$ cat src/hw/ars_pkg.sv
// ars_pkg: constants and state type for the result and status logic.
// assumes a 32-bit axi4-lite register bus with 8-bit byte addresses.
package ars_pkg;

  // number of sample slots and result registers
  localparam int unsigned NSLOT = 8;

  // register byte offsets
  localparam logic [7:0] OFS_CONV_STATUS = 8'h00;
  localparam logic [7:0] OFS_LIMIT_STATUS = 8'h04;
  localparam logic [7:0] OFS_ZC_STATUS = 8'h08;
  localparam logic [7:0] OFS_CONTROL = 8'h0C;
  localparam logic [7:0] OFS_RESULT_BASE = 8'h20;

  // limit values that mean checking is off
  localparam logic [15:0] HIGH_LIMIT_OFF = 16'h7FF8;
  localparam logic [15:0] LOW_LIMIT_OFF = 16'h0000;

  // converter_status field positions
  localparam int unsigned ST_HL_FLAG = 8;
  localparam int unsigned ST_LL_FLAG = 9;
  localparam int unsigned ST_ZC_FLAG = 10;

  // control register field positions and reset
  localparam int unsigned CTRL_HL_IE = 0;
  localparam int unsigned CTRL_LL_IE = 1;
  localparam int unsigned CTRL_ZC_IE = 2;
  localparam logic [2:0] CTRL_RESET = 3'h0;

  // result layout
  localparam int unsigned RES_SIGN = 15;
  localparam int unsigned RES_MSB = 14;
  localparam int unsigned RES_LSB = 3;

  // zero-crossing selections per slot
  localparam logic [1:0] ZC_OFF = 2'h0;
  localparam logic [1:0] ZC_POS_NEG = 2'h1;
  localparam logic [1:0] ZC_NEG_POS = 2'h2;
  localparam logic [1:0] ZC_ANY = 2'h3;

  // bus responses
  localparam logic [1:0] RESP_OKAY = 2'h0;
  localparam logic [1:0] RESP_SLVERR = 2'h2;

  // whole state of the block
  typedef struct packed {
    logic aw_got;
    logic [7:0] awaddr;
    logic w_got;
    logic [15:0] wdata;
    logic [1:0] wstrb;
    logic awready;
    logic wready;
    logic bvalid;
    logic [1:0] bresp;
    logic arready;
    logic rvalid;
    logic [15:0] rdata;
    logic [1:0] rresp;
    logic [7:0] ready;
    logic [15:0] lstat;
    logic [7:0] zstat;
    logic hl_flag;
    logic ll_flag;
    logic zc_flag;
    logic [2:0] ctrl;
    logic [7:0] prev_sign;
    logic [127:0] result;
    logic hl_irq;
    logic ll_irq;
    logic zc_irq;
  } ars_state_t;

endpackage : ars_pkg

$ cat src/hw/ars_top.sv
// ars_top: result registers, ready flags, limit and zero-crossing status.
// assumes converter results arrive on i_clk, one cycle wide per sample,
// and limit, offset and zero-crossing settings come from neighbour logic.
//
// The register offsets and the AXI4-Lite slave port are this design's own decisions.
`timescale 1ns/1ps

module ars_top (
  input wire logic i_clk,
  input wire logic i_rst_n,
  // axi4-lite write address and data
  input wire logic [7:0] i_awaddr,
  input wire logic i_awvalid,
  output logic o_awready,
  input wire logic [31:0] i_wdata,
  input wire logic [3:0] i_wstrb,
  input wire logic i_wvalid,
  output logic o_wready,
  output logic [1:0] o_bresp,
  output logic o_bvalid,
  input wire logic i_bready,
  // axi4-lite read
  input wire logic [7:0] i_araddr,
  input wire logic i_arvalid,
  output logic o_arready,
  output logic [31:0] o_rdata,
  output logic [1:0] o_rresp,
  output logic o_rvalid,
  input wire logic i_rready,
  // converter a and b results
  input wire logic i_conv_a_valid,
  input wire logic [2:0] i_conv_a_slot,
  input wire logic [11:0] i_conv_a_raw,
  input wire logic i_conv_b_valid,
  input wire logic [2:0] i_conv_b_slot,
  input wire logic [11:0] i_conv_b_raw,
  // per-slot settings, slot n in bits 16n+15..16n, zero-cross select in bits 2n+1..2n
  input wire logic [127:0] i_high_limit,
  input wire logic [127:0] i_low_limit,
  input wire logic [127:0] i_offset,
  input wire logic [15:0] i_zero_cross_select,
  // interrupt requests
  output logic o_high_limit_irq,
  output logic o_low_limit_irq,
  output logic o_zero_cross_irq
);

  ars_pkg::ars_state_t st_r;
  ars_pkg::ars_state_t st_nxt;

  // per-slot events from the converters
  logic [7:0] hit_v;
  logic [7:0] hl_ev_v;
  logic [7:0] ll_ev_v;
  logic [7:0] zc_ev_v;
  logic [7:0] sign_v;
  logic [127:0] conv_res_v;

  genvar n;

  // one comparison and subtraction path per slot
  generate
    for (n = 0; n < ars_pkg::NSLOT; n++) begin : g_slot
      logic hit_a;
      logic hit_b;
      logic [11:0] raw;
      logic [15:0] raw16;
      logic [15:0] hl16;
      logic [15:0] ll16;
      logic [15:0] ofs16;
      logic [15:0] diff;
      logic [1:0] sel;
      logic changed;
      logic zc_hit;

      // a and b name the same slot: converter a wins
      assign hit_a = i_conv_a_valid && (i_conv_a_slot == 3'(n));
      assign hit_b = i_conv_b_valid && (i_conv_b_slot == 3'(n));
      assign hit_v[n] = hit_a | hit_b;
      assign raw = hit_a ? i_conv_a_raw : i_conv_b_raw;

      // raw and settings aligned into the 14..3 field
      assign raw16 = {1'b0, raw, 3'h0};
      assign hl16 = {1'b0, i_high_limit[16*n+ars_pkg::RES_LSB +: 12], 3'h0};
      assign ll16 = {1'b0, i_low_limit[16*n+ars_pkg::RES_LSB +: 12], 3'h0};
      assign ofs16 = {1'b0, i_offset[16*n+ars_pkg::RES_LSB +: 12], 3'h0};

      // sign falls out of the 16-bit subtraction
      assign diff = raw16 - ofs16;
      assign conv_res_v[16*n +: 16] = diff;
      assign sign_v[n] = diff[ars_pkg::RES_SIGN];

      // limits look at raw value, not the corrected one
      assign hl_ev_v[n] = hit_v[n]
        && (i_high_limit[16*n +: 16] != ars_pkg::HIGH_LIMIT_OFF)
        && (raw16 > hl16);
      // a zero low limit is the off setting, as after reset
      assign ll_ev_v[n] = hit_v[n]
        && (i_low_limit[16*n +: 16] != ars_pkg::LOW_LIMIT_OFF)
        && (raw16 < ll16);

      // sign comparison against previous sample of the slot
      assign sel = i_zero_cross_select[2*n +: 2];
      assign changed = sign_v[n] ^ st_r.prev_sign[n];

      always_comb begin
        case (sel)
          ars_pkg::ZC_ANY: zc_hit = changed;
          ars_pkg::ZC_POS_NEG: zc_hit = changed & sign_v[n];
          ars_pkg::ZC_NEG_POS: zc_hit = changed & ~sign_v[n];
          ars_pkg::ZC_OFF: zc_hit = 1'b0;
          default: zc_hit = 1'b0;
        endcase
      end

      assign zc_ev_v[n] = hit_v[n] & zc_hit;
    end
  endgenerate

  // write path helpers
  logic aw_hs;
  logic w_hs;
  logic do_wr;
  logic wr_ok;
  logic [15:0] wmask;
  logic [15:0] wval;
  logic [2:0] widx;
  logic [15:0] wofs;
  logic [15:0] wres;
  logic [15:0] wones;
  logic wr_res;
  logic wr_lstat;
  logic wr_zstat;
  logic wr_ctrl;

  // read path helpers
  logic ar_hs;
  logic [2:0] ridx;
  logic rd_ok;
  logic [15:0] rval;
  logic [7:0] rd_clr;

  // handshakes
  assign aw_hs = i_awvalid & st_r.awready;
  assign w_hs = i_wvalid & st_r.wready;
  assign ar_hs = i_arvalid & st_r.arready;

  // write executes once address and data are both held
  assign do_wr = st_r.aw_got & st_r.w_got & ~st_r.bvalid;
  assign widx = st_r.awaddr[4:2];
  assign wmask = {{8{st_r.wstrb[1]}}, {8{st_r.wstrb[0]}}};
  assign wval = st_r.wdata & wmask;
  assign wones = do_wr ? wval : 16'h0000;

  // write decode
  // misaligned result address refused, same as on the read side
  assign wr_res = do_wr && (st_r.awaddr[7:5] == ars_pkg::OFS_RESULT_BASE[7:5])
    && (st_r.awaddr[1:0] == 2'h0);
  assign wr_lstat = do_wr && (st_r.awaddr == ars_pkg::OFS_LIMIT_STATUS);
  assign wr_zstat = do_wr && (st_r.awaddr == ars_pkg::OFS_ZC_STATUS);
  assign wr_ctrl = do_wr && (st_r.awaddr == ars_pkg::OFS_CONTROL);
  // status register takes writes silently
  assign wr_ok = wr_res | wr_lstat | wr_zstat | wr_ctrl
    | (st_r.awaddr == ars_pkg::OFS_CONV_STATUS);

  // software result: only the field is kept, offset removed
  assign wofs = {1'b0, i_offset[16*widx+ars_pkg::RES_LSB +: 12], 3'h0};
  assign wres = {1'b0, wval[ars_pkg::RES_MSB:ars_pkg::RES_LSB], 3'h0} - wofs;

  // read decode
  assign ridx = i_araddr[4:2];
  always_comb begin
    rd_ok = 1'b1;
    rd_clr = 8'h00;
    rval = 16'h0000;
    if (i_araddr[7:5] == ars_pkg::OFS_RESULT_BASE[7:5] && i_araddr[1:0] == 2'h0) begin
      rval = st_r.result[16*ridx +: 16];
      // every read counts, a debugger read too
      rd_clr[ridx] = ar_hs;
    end else begin
      case (i_araddr)
        ars_pkg::OFS_CONV_STATUS: begin
          rval[7:0] = st_r.ready;
          rval[ars_pkg::ST_HL_FLAG] = st_r.hl_flag;
          rval[ars_pkg::ST_LL_FLAG] = st_r.ll_flag;
          rval[ars_pkg::ST_ZC_FLAG] = st_r.zc_flag;
        end
        ars_pkg::OFS_LIMIT_STATUS: rval = st_r.lstat;
        ars_pkg::OFS_ZC_STATUS: rval = {8'h00, st_r.zstat};
        ars_pkg::OFS_CONTROL: rval = {13'h0, st_r.ctrl};
        default: rd_ok = 1'b0;
      endcase
    end
  end

  // next state
  always_comb begin
    st_nxt = st_r;

    // capture write address and data in either order
    if (aw_hs) begin
      st_nxt.aw_got = 1'b1;
      st_nxt.awaddr = i_awaddr;
    end
    if (w_hs) begin
      st_nxt.w_got = 1'b1;
      st_nxt.wdata = i_wdata[15:0];
      st_nxt.wstrb = i_wstrb[1:0];
    end
    if (do_wr) begin
      st_nxt.aw_got = 1'b0;
      st_nxt.w_got = 1'b0;
      st_nxt.bvalid = 1'b1;
      st_nxt.bresp = wr_ok ? ars_pkg::RESP_OKAY : ars_pkg::RESP_SLVERR;
    end else if (st_r.bvalid && i_bready) begin
      st_nxt.bvalid = 1'b0;
    end
    // ready only when the slot for that channel is free
    st_nxt.awready = ~st_nxt.aw_got & ~st_nxt.bvalid;
    st_nxt.wready = ~st_nxt.w_got & ~st_nxt.bvalid;

    // read answers one edge after the address is taken
    if (ar_hs) begin
      st_nxt.rvalid = 1'b1;
      st_nxt.rdata = rval;
      st_nxt.rresp = rd_ok ? ars_pkg::RESP_OKAY : ars_pkg::RESP_SLVERR;
    end else if (st_r.rvalid && i_rready) begin
      st_nxt.rvalid = 1'b0;
    end
    st_nxt.arready = ~st_nxt.rvalid;

    // control register
    if (wr_ctrl) begin
      st_nxt.ctrl = wval[2:0];
    end

    // software result write; a conversion in the same cycle wins
    if (wr_res) begin
      st_nxt.result[16*widx +: 16] = wres;
    end
    for (int i = 0; i < ars_pkg::NSLOT; i++) begin
      if (hit_v[i]) begin
        st_nxt.result[16*i +: 16] = conv_res_v[16*i +: 16];
        st_nxt.prev_sign[i] = sign_v[i];
      end
    end

    // ready: a conversion landing with a read keeps the flag
    st_nxt.ready = (st_r.ready & ~rd_clr) | hit_v;

    // sticky status, set beats a same-cycle clear
    st_nxt.lstat = (st_r.lstat & ~(wr_lstat ? wones : 16'h0000))
      | {hl_ev_v, ll_ev_v};
    st_nxt.zstat = (st_r.zstat & ~(wr_zstat ? wones[7:0] : 8'h00)) | zc_ev_v;

    // summary flags drop once no status bit of theirs is left
    st_nxt.hl_flag = (|hl_ev_v) | (st_r.hl_flag & (|st_nxt.lstat[15:8]));
    st_nxt.ll_flag = (|ll_ev_v) | (st_r.ll_flag & (|st_nxt.lstat[7:0]));
    st_nxt.zc_flag = (|zc_ev_v) | (st_r.zc_flag & (|st_nxt.zstat));

    // interrupt requests gated by enables
    st_nxt.hl_irq = st_nxt.hl_flag & st_nxt.ctrl[ars_pkg::CTRL_HL_IE];
    st_nxt.ll_irq = st_nxt.ll_flag & st_nxt.ctrl[ars_pkg::CTRL_LL_IE];
    st_nxt.zc_irq = st_nxt.zc_flag & st_nxt.ctrl[ars_pkg::CTRL_ZC_IE];
  end

  // state register; bus readies rise at the first edge after reset
  always_ff @(posedge i_clk or negedge i_rst_n) begin
    if (!i_rst_n) begin
      st_r <= '0;
      st_r.ctrl <= ars_pkg::CTRL_RESET;
    end else begin
      st_r <= st_nxt;
    end
  end

  // outputs straight from the state register
  assign o_awready = st_r.awready;
  assign o_wready = st_r.wready;
  assign o_bvalid = st_r.bvalid;
  assign o_bresp = st_r.bresp;
  assign o_arready = st_r.arready;
  assign o_rvalid = st_r.rvalid;
  assign o_rdata = {16'h0000, st_r.rdata};
  assign o_rresp = st_r.rresp;
  assign o_high_limit_irq = st_r.hl_irq;
  assign o_low_limit_irq = st_r.ll_irq;
  assign o_zero_cross_irq = st_r.zc_irq;

endmodule : ars_top

$ cat config.mk
export PLATFORM = sky130hd
export DESIGN_NAME = ars_top
export DESIGN_NICKNAME = d
export VERILOG_FILES = /design/src/hw/ars_pkg.sv /design/src/hw/ars_top.sv
export SDC_FILE = /design/constraint.sdc
export NUM_CORES = 1
export LEC_CHECK = 0
export ABC_AREA = 1
export BUFFER_PORTS_ARGS = -buffer_cell sky130_fd_sc_hd__buf_2
export CAP_MARGIN = 5
export CORE_ASPECT_RATIO = 0.7
export CORE_MARGIN = 1.5
export CORE_UTILIZATION = 31
export CTS_BUF_LIST = sky130_fd_sc_hd__clkbuf_8
export CTS_CLUSTER_DIAMETER = 80
export DETAILED_ROUTE_END_ITERATION = 6
export PLACE_DENSITY = 0.49
export SLEW_MARGIN = 40
export SYNTH_ARGS = -nofsm -noshare
export SYNTH_HDL_FRONTEND = slang
export SYNTH_SLANG_ARGS = --single-unit
$ cat constraint.sdc
create_clock -name i_clk -period 4 [get_ports i_clk]
set_input_delay 0.4 -clock i_clk [delete_from_list [all_inputs] [get_ports i_clk]]
set_output_delay 0.4 -clock i_clk [all_outputs]
set_load 0.01 [all_outputs]
==> results of run 1 <==
==> worst paths after layout <==
path | start | end | slack (ns) | depth (start not counted)
max | st_r[224] | st_r[29] | 0.15 | 19
min | i_wdata[2] | st_r[206] | 0.03 | 3
max reg2reg | st_r[224] | st_r[29] | 0.15 | 19
min reg2reg | st_r[227] | st_r[227] | 0.47 | 2
max in group asynchronous | i_rst_n | st_r[223] | 2.71 | 3
min in group asynchronous | i_rst_n | st_r[17] | 0.42 | 2
==> cell type report <==
type | count | area (um2)
Fill cell | 8461 | 46700
Multi-Input combinational cell | 2665 | 15500
Sequential cell | 204 | 5110
Timing Repair Buffer | 616 | 3530
Inverter | 611 | 2300
Tap cell | 989 | 1240
Clock buffer | 43 | 592
Clock inverter | 17 | 70.1
Antenna cell | 5 | 12.5
==> what timing repair did <==
| item | CTS | global route |
|---|---|---|
| resized for setup | 0 | 4 |
| hold buffers | 1 | 0 |
| setup endpoints to repair | 0 | 8 |
| hold endpoints to repair | 65 | 0 |
==> logic make-up (layout without fill, tap and decap cells) <==
family / after synthesis / after routing / synth area share (%)
buffers and inverters: 739 / 1287 / 12.6
adders and majority gates: 322 / 322 / 17.4
AOI/OAI and AO/OA: 755 / 755 / 18.7
DFF: 204 / 204 / 21.7
other: 1 / 23 / 0.0160
and+or+nand+nor: 1540 / 1540 / 28.4
xor gates and xnor gates: 30 / 30 / 1.15
==> cell usage after synthesis (36+ instances only) <==
library cell	number
dfrtp_1	204
nor2_1	265
inv_1	586
nand4_1	69
o21ai_0	252
a31oi_1	40
a21oi_1	266
ha_1	313
nand2_1	821
clkbuf_1	58
nand3_1	244
buf_4	36
==> worst max-delay path: cells and delay by family (launching register included) <==
family	cells	cell delay, ns
xor gates and xnor gates	1	0.08
adders and majority gates	1	0.40
DFF	1	0.44
AOI/OAI and AO/OA	3	0.37
and+or+nand+nor	9	1.63
buffers and inverters	5	0.88
==> routing by layer <==
metal	global-route usage (%)	vias to the layer above	wire length, um	part of all wire [%]
met4	7.47	2	3050	2.7
met5	0	-	12	0.011
li1	-	13000	-	-
met3	6.89	131	12100	11
met1	39.8	12200	50400	45
met2	43.4	1173	46900	42
==> per-stage QoR <==
| step | hold slack, ns | cell area (um2) | utilization, % | worst slack, ns | power (mW) |
|---|---|---|---|---|---|
| 3_3_place_gp | 0.456 | 27600 | 36.8 | 0.0829 | 10.7 |
| 4_1_cts | 0.00683 | 28300 | 37.8 | 0.0990 | 12.7 |
| 3_5_place_dp | 0.460 | 27700 | 36.9 | 0.167 | 10.7 |
| 2_1_floorplan | 0.104 | 23500 | - | 0.881 | 6.89 |
| 5_1_grt | 0.0379 | 28300 | 37.8 | 0.0252 | 13.7 |
| 6_report | 0.0342 | 28400 | 37.8 | 0.153 | 13.0 |
==> power by group through the flow <==
stage	registers, mW	logic, mW	clock network [mW]
global placement	2.96	7.75	0
finish	2.95	8.16	1.91
global route	3.00	8.65	2.02
CTS	2.93	7.80	1.93
floorplan	2.84	4.05	0
detailed placement	2.96	7.76	0
==> results.ini, run 1 <==
[route]
routed_wl_mm = 112
ant_nets = 0
drc = 1
viasPerCell = 5.14
vias = 26500
wl_per_cell_um = 21.8
drt-initial-drc-count = 2819
dr.pass1.iters = 7

[status]
violations = DRC
outcome = finished with violations

[die]
core_area_um2 = 75000
dieArea_um2 = 77400
io_pins = 535
die_y_um = 233
die_w_um = 332
rows = 84
start_util_pct = 31.3

[worst_setup_path]
crit_type = flop to flop
cp_slowest_stage_delay_ns = 0.62
crit_fanout = 11
crit_top_cell = nand3_1
cpMaxStageDelayCell = nor3_1
crit_chain = clkinvlp_4 > buf_4 > a21oi_1 > o21ai_0 > buf_4 > nand3_1 > nand2_1 > ha_1 > nand2_1 > inv_1 > nand4_1 > o211ai_1 > nand3_1 > nand2_1 > xnor2_1 > buf_4 > nor3_1 > nand3_1 > nand3_1
cp-end-kind = flop
required_ns = 4.52
start_kind = flop
arrival_ns = 4.36

[timing]
finalMaxSlewViolations = 0
post-route-period-util_pct = 96.2
finalHoldViolations = 0
slew_headroom_pct = 44.3
tightest_slew_ns = 0.833
setup_viol = 0
period_minus_slack_ns = 3.85
fmax_mhz = 260
fin_setup_tns_ns = 0
fin_skew_ns = 0.0349
rsz0062_at_grt = no

[layout]
final_common_cell = nand2_1
fin_cells = 5150
largest_register_ffs = 178
nNetsFinal = 4948
area_growth_pct = 20.8
layout_common_cells = nand2_1, inv_1, buf_2, ha_1, a21oi_1
drive_gt1_share_pct = 18.3
regMostFlops = st_r

[grt]
grt_first_pass_wirelength_mm = 163
globalRouteTotalUtil_pct = 28.5
grt_pass1_vias = 25100
grt_antenna_before_repair = 2
grt_overflow = 0
grt_max_degree = 72

[power_and_ir_drop]
clockPowerShare_pct = 14.7
net-switching-power_mw = 6.83
p_leak_nw = 15.4
power_frac_comb_pct = 62.7
p_seq_share_pct = 22.6
max-vdd-ir-drop_v = 0.000390
powerDensity_nw_per_um2 = 459
intPower_mw = 6.19
p_sw_share_pct = 52.4

[clocking]
clkTransAtPathRegs_ns = 0.06
insertion_delay_ns = 0.59
cts_buffer_depth = 3
htree_levels = 2
numCtsBuffers = 37
cts_tree = yes
cts-root-buf = clkbuf_8
post_cts.repair.setup_buffers = 0
cts_num_sinks = 204

[logic_synthesis]
synth_edf_count = 0
synth-main-ff-cell = dfrtp_1
yosysSeqAreaShare_pct = 21.7
synth_cell_types = 65
avgSynthCellArea_um2 = 6.54
synth_top_cell_by_area = dfrtp_1
synth_cells = 3591
synth.area.top_cells = dfrtp_1, ha_1, nand2_1, inv_1, a21oi_1
synth_warnings = 0
synth_area_um2 = 23500
netlist.area_leader.share_pct = 21.7
ys_ff_latch = 204
synthArstFlopShare_pct = 100

[placement]
hpwl_mm = 96.4
dp_cells = 5084
routabilityCongestion = 1.02
port_buffers = 466

[job]
cap_violations = 0

[min_path]
hold_path.class = input pin to flop

Note: power is estimated with default switching activity, not from simulation.
==> inputs of run 2 (changes only) <==
==> constraint.sdc (replaced) <==
create_clock -name i_clk -period 3.7 [get_ports i_clk]
set_input_delay 0.37 -clock i_clk [delete_from_list [all_inputs] [get_ports i_clk]]
set_output_delay 0.37 -clock i_clk [all_outputs]
set_load 0.01 [all_outputs]
==> run 2 against run 1 <==
  * The run now ends clean
  * Non-clock buffer count grew 137
  * Clock power is 21% higher
  * Sequential power increased by 7.8%
  * First-iteration DRC count is 0.21% higher
  * Register-to-register slack got worse by 0.05 ns
  * Via count grew 2.1%
  * Routed wire length is essentially flat
==> results.ini, run 2 (synthesis gave the netlist of run 1 again) <==
[status]
outcome = complete, no violations

[worst_setup_path]
crit_type = flop to flop
required_ns = 4.15  ; -0.37 ns
start_kind = flop
crit_fanout = 23  ; +12
arrival_ns = 4.05  ; -0.31 ns
cp-end-kind = flop

[die]
start_util_pct = 31.3  ; unchanged
core_area_um2 = 75000  ; unchanged
die_w_um = 332  ; unchanged
dieArea_um2 = 77400  ; unchanged
io_pins = 535  ; unchanged
die_y_um = 233  ; unchanged
rows = 84  ; unchanged

[placement]
dpl_cell_area_um2 = 28600  ; +3.4%
port_buffers = 466  ; unchanged
routabilityCongestion = 1.02  ; +0.20%
hpwl_mm = 96.8  ; +0.48%
dp_cells = 5205  ; +2.4%

[route]
drc = 0  ; -1
ant_nets = 0  ; unchanged
viasPerCell = 5.11  ; -0.68%
routed_wl_mm = 113  ; about the same
wl_per_cell_um = 21.3  ; -2.7%
dr.pass1.iters = 6  ; -1
vias = 27000  ; +2.1%
drt-initial-drc-count = 2825  ; +0.21%

[layout]
final_common_cell = nand2_1
nNetsFinal = 5085  ; +2.8%
drive_gt1_share_pct = 21.0  ; +2.7 points
largest_register_ffs = 178  ; unchanged
final_cell_area_um2 = 29700  ; +4.6%
fillers = 8240  ; -2.6%
area_growth_pct = 26.3
regMostFlops = st_r
fin_cells = 5293  ; +2.8%
layout_common_cells = nand2_1, inv_1, buf_2, ha_1, a21oi_1

[timing]
finalMaxSlewViolations = 0  ; unchanged
fmax_mhz = 278  ; +7.0%
fin_skew_ns = 0.0496  ; +0.0147 ns
fin_setup_tns_ns = 0  ; unchanged
hold-worst-slack_ns = 0.0215  ; -0.0127 ns
rsz0062_at_grt = yes
period_minus_slack_ns = 3.60  ; -0.252 ns
post-route-period-util_pct = 97.2  ; +0.98 points
setup_viol = 0  ; unchanged
finalHoldViolations = 0  ; unchanged
slew_headroom_pct = 43.1  ; -1.1 points
tightest_slew_ns = 0.850  ; +0.0172 ns

[clocking]
numCtsBuffers = 37  ; unchanged
clkTransAtPathRegs_ns = 0.06  ; about the same
cts_num_sinks = 204  ; unchanged
cts_tree = yes
cts-root-buf = clkbuf_8
post_cts.repair.setup_buffers = 0  ; unchanged
cts_buffer_depth = 3  ; unchanged
insertion_delay_ns = 0.59  ; about the same
htree_levels = 2  ; unchanged

[min_path]
hold_path.class = input pin to flop

[grt]
grt_pass1_vias = 25400  ; +1.3%
grt_max_degree = 89  ; +24%
grt_first_pass_wirelength_mm = 163  ; about the same
globalRouteTotalUtil_pct = 28.4  ; -0.061 points
grt_antenna_before_repair = 3  ; +1
grt_overflow = 0  ; unchanged

[job]
cap_violations = 0  ; unchanged

[power_and_ir_drop]
max-vdd-ir-drop_v = 0.000384  ; -1.7%
powerDensity_nw_per_um2 = 508  ; +11%
p_leak_nw = 16.1  ; +4.9%

-- run 2: cell count changes in the layout (fill, tap and decap cells not counted), sizes merged --
cell	previous run	this run
bufinv	0	1
dlygate4sd3	1	16
buf	614	736
clkinvlp	2	1
diode	5	3
clkinv	8	11
inv	618	616
clkbuf	44	51
-- run 2: cell type report --
cell class / instances / area, um2 / share of cell area (%)
antenna: 3 / 7.51 / 0.0253
clock buffer: 50 / 688 / 2.32
clock inverter: 18 / 104 / 0.350
inverter: 611 / 2290 / 7.74
multi-input combinational: 2665 / 15600 / 52.5
sequential: 204 / 5110 / 17.2
tap: 989 / 1240 / 4.17
timing repair buffer: 753 / 4660 / 15.7
-- run 2: critical path, cell delays in order (launching register included) --
cell and delay [ns]:
dfrtp_2 0.44, buf_6 0.17, buf_12 0.16, o21ai_0 0.59, nand3_1 0.24, nand2_1 0.20, ha_1 0.20, inv_2 0.05
nor3_1 0.17, nand2_1 0.08, o211ai_1 0.13, buf_4 0.17, xor2_2 0.16, buf_4 0.13, nand3_1 0.26, a221oi_1 0.33
-- run 2: timing repair --
item	in CTS	in global routing
hold endpoints to repair	99	0
gates resized for setup	0	20
endpoints found under the setup margin	0	26
hold buffers	16	0
-- run 2: power by group --
group          switching (mW)  leakage (nW)  internal (mW)
registers               0.374          2.42           2.81
logic                    6.12          13.3           3.45
clock network            1.05         0.452           1.28
-- run 2: final timing paths --
check / start / end / slack, ns / cells after the start
max: st_r[223] / st_r[126] / 0.11 / 15
min: i_wdata[7] / st_r[211] / 0.02 / 3
min in group asynchronous: i_rst_n / st_r[132] / 0.41 / 2
max reg2reg: st_r[223] / st_r[126] / 0.11 / 15
max in group asynchronous: i_rst_n / st_r[94] / 2.42 / 3
min reg2reg: st_r[221] / st_r[221] / 0.47 / 2
-- run 2: routing by layer --
layer	wire length [um]	part of all wire [%]	GRT usage (%)
met5	13	0.012	0
met4	3240	2.9	7.45
met3	10900	9.7	6.57
met2	46800	42	43.5
met1	51500	46	39.8
-- run 2: metrics by stage --
| stage | power (mW) | setup slack (ns) | utilization [%] |
|---|---|---|---|
| 2_1_floorplan | 7.45 | 0.581 | - |
| 3_3_place_gp | 12.2 | -0.00112 | 38.1 |
| 3_5_place_dp | 12.2 | 0.00272 | 38.1 |
| 4_1_cts | 14.6 | 0.0405 | 39.4 |
| 5_1_grt | 15.8 | -0.0234 | 39.5 |
| 6_report | 15.1 | 0.105 | 39.5 |
